===== src/hw/dpll_trim_pkg.sv =====
// Constants and types for the DPLL loop and oscillator trim block
package dpll_trim_pkg;
   // Bandwidth codes: 0 to 9 step from 0.1 Hz up to 70 Hz
   localparam int BW_W = 4;
   localparam logic [3:0] BW_CODE_8HZ = 4'h6;
   localparam logic [3:0] BW_CODE_18HZ = 4'h7;
   localparam logic [3:0] BW_CODE_35HZ = 4'h8;
   localparam logic [3:0] BW_CODE_70HZ = 4'h9;
   localparam logic [3:0] BW_RESET = 4'h0;
   // Filter pole: right shift is BW_SHIFT_BASE minus the bandwidth code
   localparam logic [3:0] BW_SHIFT_BASE = 4'hC;
   localparam int PHASE_FRAC = 12;
   // Master oscillator nominal rate, supplied from outside
   localparam real XO_NOMINAL_MHZ = 12.800;
   // Calibration word
   localparam int TRIM_W = 16;
   localparam logic [15:0] TRIM_RESET = 16'h9999;
   localparam real TRIM_STEP_PPM = 0.0196229;
   localparam logic [7:0] TRIM_LO_RESET = 8'h99;
   typedef enum logic [2:0] {
      DAMP_1P2,
      DAMP_2P5,
      DAMP_5,
      DAMP_10,
      DAMP_20
   } damp_e;
   localparam damp_e DAMP_RESET = DAMP_5;
endpackage : dpll_trim_pkg


===== src/hw/damping_if.sv =====
// Bandwidth and damping code to damping factor lookup carrier
`timescale 1ns/1ps
interface damping_if;
   import dpll_trim_pkg::*;
   logic [3:0] bandwidth;
   logic [2:0] code;
   damp_e factor;
   modport lookup (input bandwidth, input code, output factor);
   modport user (output bandwidth, output code, input factor);
endinterface : damping_if


===== src/hw/damping_select.sv =====
// Damping factor chosen from damping code and bandwidth setting
`timescale 1ns/1ps
module damping_select (
   damping_if.lookup dif
);
   import dpll_trim_pkg::*;

   always_comb begin
      dif.factor = DAMP_5;
      unique case (dif.bandwidth)
         BW_CODE_8HZ: begin
            if (dif.code == 3'h1) dif.factor = DAMP_2P5;
         end
         BW_CODE_18HZ: begin
            if (dif.code == 3'h1) dif.factor = DAMP_1P2;
            else if (dif.code == 3'h2) dif.factor = DAMP_2P5;
         end
         BW_CODE_35HZ: begin
            if (dif.code == 3'h1) dif.factor = DAMP_1P2;
            else if (dif.code == 3'h2) dif.factor = DAMP_2P5;
            else if (dif.code == 3'h4 || dif.code == 3'h5)
               dif.factor = DAMP_10;
         end
         BW_CODE_70HZ: begin
            if (dif.code == 3'h1) dif.factor = DAMP_1P2;
            else if (dif.code == 3'h2) dif.factor = DAMP_2P5;
            else if (dif.code == 3'h4) dif.factor = DAMP_10;
            else if (dif.code == 3'h5) dif.factor = DAMP_20;
         end
         default: begin
            // Up to 4 Hz, and codes above 70 Hz, keep damping 5
            dif.factor = DAMP_5;
         end
      endcase
   end
endmodule : damping_select


===== src/hw/dpll_loop_and_xo_trim.sv =====
// DPLL loop bandwidth, damping and oscillator frequency trim control
//
// Overview of operation
// - Damping factor from damping code and bandwidth
// - Trim word built from two byte writes
// - Each trim step shifts outputs 0.0196229 ppm
// - Trim resets to 9999 hex, zero offset
// - Every trim value 0 to 65535 accepted
// - Loop switches acquisition and locked bandwidth automatically
// - Loop low-passes phase, pole set by bandwidth
// - Acquisition bandwidth while unlocked, locked bandwidth after
// - Automatic mode off: only locked bandwidth used
`timescale 1ns/1ps
module dpll_loop_and_xo_trim #(
   parameter int PHASE_W = 16
) (
   input wire logic clock,
   input wire logic arst_n,
   input wire logic [dpll_trim_pkg::BW_W-1:0] acquisition_bandwidth_setting,
   input wire logic [dpll_trim_pkg::BW_W-1:0] locked_bandwidth_setting,
   input wire logic auto_bandwidth_enable,
   input wire logic phase_locked,
   input wire logic [2:0] damping_code,
   input wire logic trim_lo_we,
   input wire logic trim_hi_we,
   input wire logic [7:0] trim_byte,
   input wire logic signed [PHASE_W-1:0] phase_in,
   output logic [dpll_trim_pkg::BW_W-1:0] active_bandwidth,
   output dpll_trim_pkg::damp_e damping_factor,
   output logic [dpll_trim_pkg::TRIM_W-1:0] nominal_frequency_trim,
   output logic signed [dpll_trim_pkg::TRIM_W:0] freq_offset_steps,
   output logic signed [PHASE_W-1:0] filtered_phase
);
   import dpll_trim_pkg::*;

   localparam int ACC_W = PHASE_W + PHASE_FRAC + 1;

   ////////////////////////////////////////////////////////////////////////
   // Bandwidth selection and damping
   logic [BW_W-1:0] next_active_bandwidth;
   damp_e next_damping_factor;
   damping_if dif ();

   always_comb begin
      if (auto_bandwidth_enable && !phase_locked) begin
         next_active_bandwidth = acquisition_bandwidth_setting;
      end else begin
         next_active_bandwidth = locked_bandwidth_setting;
      end
   end

   assign dif.bandwidth = next_active_bandwidth;
   assign dif.code = damping_code;
   assign next_damping_factor = dif.factor;

   damping_select u_damping_select (
      .dif(dif)
   );

   always_ff @(posedge clock or negedge arst_n) begin
      if (!arst_n) begin
         active_bandwidth <= BW_RESET;
         damping_factor <= DAMP_RESET;
      end else begin
         active_bandwidth <= next_active_bandwidth;
         damping_factor <= next_damping_factor;
      end
   end

   ////////////////////////////////////////////////////////////////////////
   // Calibration word: low byte staged, high byte commits the pair
   logic [7:0] trim_lo_stage;
   logic [7:0] next_trim_lo_stage;
   logic [TRIM_W-1:0] next_trim;
   logic signed [TRIM_W:0] next_offset;

   always_comb begin
      next_trim_lo_stage = trim_lo_stage;
      next_trim = nominal_frequency_trim;
      if (trim_hi_we) begin
         next_trim = {trim_byte, trim_lo_stage};
      end else if (trim_lo_we) begin
         next_trim_lo_stage = trim_byte;
      end
      // Offset in steps of the trim resolution, zero at the reset value
      next_offset = $signed({1'b0, next_trim})
                  - $signed({1'b0, TRIM_RESET});
   end

   always_ff @(posedge clock or negedge arst_n) begin
      if (!arst_n) begin
         trim_lo_stage <= TRIM_LO_RESET;
         nominal_frequency_trim <= TRIM_RESET;
         freq_offset_steps <= '0;
      end else begin
         trim_lo_stage <= next_trim_lo_stage;
         nominal_frequency_trim <= next_trim;
         freq_offset_steps <= next_offset;
      end
   end

   ////////////////////////////////////////////////////////////////////////
   // First order low-pass on input phase, wider bandwidth = faster pole
   logic signed [ACC_W-1:0] phase_acc;
   logic signed [ACC_W-1:0] next_phase_acc;
   logic signed [ACC_W-1:0] phase_err;
   logic [3:0] pole_shift;

   always_comb begin
      pole_shift = BW_SHIFT_BASE - active_bandwidth;
      phase_err = (ACC_W'(phase_in) <<< PHASE_FRAC) - phase_acc;
      next_phase_acc = phase_acc + (phase_err >>> pole_shift);
   end

   always_ff @(posedge clock or negedge arst_n) begin
      if (!arst_n) begin
         phase_acc <= '0;
         filtered_phase <= '0;
      end else begin
         phase_acc <= next_phase_acc;
         filtered_phase <= next_phase_acc[PHASE_FRAC +: PHASE_W];
      end
   end

   ////////////////////////////////////////////////////////////////////////
   // Checks
   logic trim_written;

   always_ff @(posedge clock or negedge arst_n) begin
      if (!arst_n) begin
         trim_written <= 1'b0;
      end else if (trim_hi_we) begin
         trim_written <= 1'b1;
      end
   end

   property p_trim_reset_value;
      @(posedge clock) disable iff (!arst_n)
      !trim_written |-> nominal_frequency_trim == 16'h9999;
   endproperty
   a_trim_reset_value: assert property (p_trim_reset_value)
      else $error("trim not at reset value before first write");

   property p_trim_commit;
      @(posedge clock) disable iff (!arst_n)
      trim_hi_we |=> nominal_frequency_trim
         == {$past(trim_byte), $past(trim_lo_stage)};
   endproperty
   a_trim_commit: assert property (p_trim_commit)
      else $error("trim word not formed from both bytes");

   property p_trim_half_write;
      @(posedge clock) disable iff (!arst_n)
      !trim_hi_we |=> $stable(nominal_frequency_trim);
   endproperty
   a_trim_half_write: assert property (p_trim_half_write)
      else $error("trim changed without high byte write");

   property p_trim_offset;
      @(posedge clock) disable iff (!arst_n)
      freq_offset_steps
         == $signed({1'b0, nominal_frequency_trim}) - 17'sd39321;
   endproperty
   a_trim_offset: assert property (p_trim_offset)
      else $error("offset steps do not track trim word");

   property p_trim_full_range;
      @(posedge clock) disable iff (!arst_n)
      trim_hi_we && trim_byte == 8'hFF && trim_lo_stage == 8'hFF
      |=> nominal_frequency_trim == 16'hFFFF
         && freq_offset_steps == 17'sd26214;
   endproperty
   a_trim_full_range: assert property (p_trim_full_range)
      else $error("maximum trim value not accepted");

   property p_acq_bw;
      @(posedge clock) disable iff (!arst_n)
      auto_bandwidth_enable && !phase_locked
      |=> active_bandwidth == $past(acquisition_bandwidth_setting);
   endproperty
   a_acq_bw: assert property (p_acq_bw)
      else $error("acquisition bandwidth not used while unlocked");

   property p_lock_switch;
      @(posedge clock) disable iff (!arst_n)
      auto_bandwidth_enable && $rose(phase_locked)
      |=> active_bandwidth == $past(locked_bandwidth_setting);
   endproperty
   a_lock_switch: assert property (p_lock_switch)
      else $error("bandwidth not narrowed on lock");

   property p_manual_bw;
      @(posedge clock) disable iff (!arst_n)
      !auto_bandwidth_enable
      |=> active_bandwidth == $past(locked_bandwidth_setting);
   endproperty
   a_manual_bw: assert property (p_manual_bw)
      else $error("locked bandwidth not used in manual mode");

   property p_damp_70;
      @(posedge clock) disable iff (!arst_n)
      next_active_bandwidth == 4'h9 && damping_code == 3'h5
      |=> damping_factor == DAMP_20;
   endproperty
   a_damp_70: assert property (p_damp_70)
      else $error("damping 20 not chosen at 70 Hz code 5");

   property p_damp_low;
      @(posedge clock) disable iff (!arst_n)
      next_active_bandwidth < 4'h6 |=> damping_factor == DAMP_5;
   endproperty
   a_damp_low: assert property (p_damp_low)
      else $error("damping not 5 at low bandwidth");

   property p_filter_toward;
      @(posedge clock) disable iff (!arst_n)
      (phase_in > filtered_phase) && $stable(phase_in)
      |=> filtered_phase >= $past(filtered_phase);
   endproperty
   a_filter_toward: assert property (p_filter_toward)
      else $error("filtered phase moved away from input");
endmodule : dpll_loop_and_xo_trim


===== config.mk =====
export PLATFORM = sky130hd
export DESIGN_NAME = dpll_loop_and_xo_trim
export DESIGN_NICKNAME = d
export VERILOG_FILES = /design/src/hw/dpll_trim_pkg.sv /design/src/hw/damping_if.sv /design/src/hw/damping_select.sv /design/src/hw/dpll_loop_and_xo_trim.sv
export SDC_FILE = /design/constraint.sdc
export NUM_CORES = 1
export LEC_CHECK = 0
export BUFFER_PORTS_ARGS = -buffer_cell sky130_fd_sc_hd__buf_2
export CAP_MARGIN = 20
export CORE_MARGIN = 2
export CORE_UTILIZATION = 50
export DETAILED_ROUTE_END_ITERATION = 8
export PLACE_DENSITY_LB_ADDON = 0.12
export REMOVE_ABC_BUFFERS = 1
export SLEW_MARGIN = 40
export SYNTH_ARGS = -nofsm -noshare
export SYNTH_HDL_FRONTEND = slang
export SYNTH_SLANG_ARGS = --single-unit

===== constraint.sdc =====
create_clock -name clock -period 7.1 [get_ports clock]
set_input_delay 0.71 -clock clock [delete_from_list [all_inputs] [get_ports clock]]
set_output_delay 0.71 -clock clock [all_outputs]
set_load 0.05 [all_outputs]

==> summary.md <==
| Metric | Value |
|---|---|
| Gp weighted congestion | 0.961 |
| Layout cells sized above 1 | 20.2% |
| Crit-path max FO | 6 |
| Setup bufs post-CTS | 0 |
| Sequential-to-total area share from yosys stat | 27.9% |
| Final Hold Viols | 0 |
| Routed Antenna Nets | 0 |
| Crit path cell chain | inv_1 > ha_1 > nor4b_1 > nand4_1 > a31o_1 > o211a_1 > or3_1 > nand4_1 > a21oi_1 > o31a_1 > o21ai_0 > ha_1 > inv_1 > o21a_1 > or3b_2 > o221ai_1 > o311ai_0 > a31oi_1 > o21ai_0 > xor2_1 |
| Critical path's largest stage delay | 0.59 ns |
| Crit end category | register |
| Initial DRT Pass Iterations | 5 |
| Largest net degree at the start of global routing | 78 |
| DRC Markers | 0 |
| Final Cycle Share | 86.1% |
| Clock period minus worst slack | 6.11 ns |
| Vias in the first global route | 5943 |
| Initial Util | 50.7% |
| Async SR Flop Fraction | 100% |
| Global route overflow | 0 |
| Yosys Warn Count | 0 |
| Status | finished, final reports clean |
| Fin. max-slew vios | 0 |
| Clk_skew | 0.00522 ns |
| Post-CTS Hold Fix Bufs | 0 |
| Via density | 5.88 |
| Vias | 6250 |
| Max transition margin | 50.6% |
| Layout area overhead | 11.3% |
| DR iter-0 viols | 603 |
| Sink Count | 77 |
| Overall routed net length | 17700 um |
| Post-synth EDFFs | 0 |
| Max Fclk | 0.164 GHz |
| Design area | 7740 sq um |
| CTS buffer count | 9 |
| Die area | 14900 sq um |
| Port Buf Inserts | 96 |
| Req. time, crit path | 7.32 ns |
| Initial antenna violation count | 0 |
| Mapped Area | 6960 sq um |
| Syn avg cell area | 8.51 sq um |
| Core area | 13700 sq um |
| Total negative slack | 0 ns |
| Unique masters post-synth | 82 |
| Fin cells | 1063 |
| Clk_lat worst skew | 0.34 ns |
| I/O Pins | 97 |
| Root buffer cell | clkbuf_16 |
| Clock buffer depth | 2 |
| Setup violations, final | 0 |
| CP Launch Type | register |
| Clk pin slew, worst setup/hold paths | 0.06 ns |
| DP Area | 7460 sq um |
| Min-delay worst type | input port to async pin |
| Die width | 122 um |
| Max cap viols | 0 |
| Site Rows | 43 |
| Synth Register Bits | 77 |
| Diodes inserted | 0 |
| Slowest CP cell | nor4b_1 |
| CP Class | register to register |
| Worst-margin pin slew | 0.739 ns |
| Area occupied by multi-input gates | 4560 sq um |
| Hold_ws | 0.395 ns |
| FF/Latch Area | 1940 sq um |
| First-pass GRT wire length | 28800 um |
| Detail Placement HPWL | 13900 um |
| Fillers | 1278 |
| Inst Count DP | 1047 |
| # resized after CTS | 0 |
| CTS tree | done |
| GRT Util Overall | 24.3% |
| Critical Path AT | 6.33 ns |
| RSZ-0062 raised after global routing | no |
| Nets@finish | 968 |
| H-tree levels | 3 |
| DR WL/cell | 16.7 um |
| Mapped Cells | 817 |
| Main flop type after synthesis | dfrtp_1 |
| Die Span Y | 122 um |
layout by cell type, fill, tap and decap left out, types with 15 or more instances in the layout:
cell type,count
a211oi_1,17
o211ai_1,15
o21ai_0,43
nor2_1,67
mux2i_1,38
dfrtp_1,64
nor3_1,25
a21oi_1,55
nand3_1,21
inv_1,48
buf_2,95
xor2_1,23
nand2_1,71
xnor2_1,32
ha_1,48
mux2_2,20
synth_stat cells (15+ instances only):
cell type | count | area share (%)
xor2_1 | 24 | 3.0
a211oi_1 | 17 | 1.8
dfrtp_1 | 64 | 23
nand3_1 | 21 | 1.5
nor3_1 | 25 | 1.8
mux2_2 | 20 | 3.2
a21oi_1 | 55 | 4.0
mux2i_1 | 38 | 5.5
ha_1 | 48 | 8.6
inv_1 | 48 | 2.6
nand2_1 | 71 | 3.8
xnor2_1 | 33 | 4.2
o211ai_1 | 15 | 1.6
nor2_1 | 67 | 3.6
clkbuf_1 | 28 | 1.5
buf_4 | 19 | 2.1
o21ai_0 | 43 | 3.1
routing by layer:
metal | track usage (%) | vias to the layer above | share of wire (%) | wire [um]
li1 | - | 3052 | - | -
met1 | 33.5 | 2966 | 46 | 8080
met2 | 39.0 | 197 | 46 | 8240
met3 | 4.03 | 35 | 6.0 | 1060
met4 | 8.12 | 0 | 2.1 | 368
met5 | 0 | - | 0 | 0
worst max-delay path, delay by kind of cell (launching register included):
family	cells	cell delay, ns
AOI/OAI and AO/OA	10	2.71
xor gates and xnor gates	1	0.16
adders and majority gates	2	0.58
buffers and inverters	2	0.19
DFF	1	0.46
and+or+nand+nor	5	1.87
final cells by class:
type,instances,share of cell area [%]
Multi-Input combinational cell,637,59.0
Inverter,50,2.42
Sequential cell,77,25.1
Clock inverter,3,0.259
Timing Repair Buffer,103,6.97
Tap cell,180,2.91
Clock buffer,13,3.36
final timing paths:
path                                              start                        endpoint  slack [ns]  cells after the start
max in group asynchronous                        arst_n         phase_acc[10]$_DFF_PN0_        6.23                      1
hold / removal                                   arst_n  freq_offset_steps[0]$_DFF_PN0_        0.39                      1
setup / recovery                 phase_acc[1]$_DFF_PN0_         phase_acc[27]$_DFF_PN0_        0.99                     20
hold reg to reg            trim_lo_stage[2]$_DFFE_PN0P_    trim_lo_stage[2]$_DFFE_PN0P_        0.52                      1
setup reg to reg                 phase_acc[1]$_DFF_PN0_         phase_acc[27]$_DFF_PN0_        0.99                     20
min in group clock         trim_lo_stage[2]$_DFFE_PN0P_    trim_lo_stage[2]$_DFFE_PN0P_        0.52                      1
stage by stage:
stage / util [%] / worst slack (ns)
finish: 56.4 / 0.986
global route: 56.4 / 0.593
floorplan: - / -0.267
CTS: 56.4 / 1.03
global placement: 54.2 / 0.954
detailed placement: 54.4 / 0.898
sequential cells by signal, indices dropped and copies added, names as in the netlist:
name / count
phase_acc: 14
freq_offset_steps: 17
trim_lo_stage: 8
damping_factor: 3
nominal_frequency_trim: 16
filtered_phase: 15
active_bandwidth: 4
cell families after synthesis:
family,after synthesis,share of synthesized area (%)
AOI/OAI and AO/OA,226,21.8
adders and majority gates,49,8.92
buffers and inverters,103,6.83
xor gates and xnor gates,59,7.64
DFF,77,27.9
and+or+nand+nor,240,16.7
muxes,63,10.2
Power is left out: the tool's default activity adds up to more than one toggle a clock period on the data nets, which glitch-free logic cannot reach.
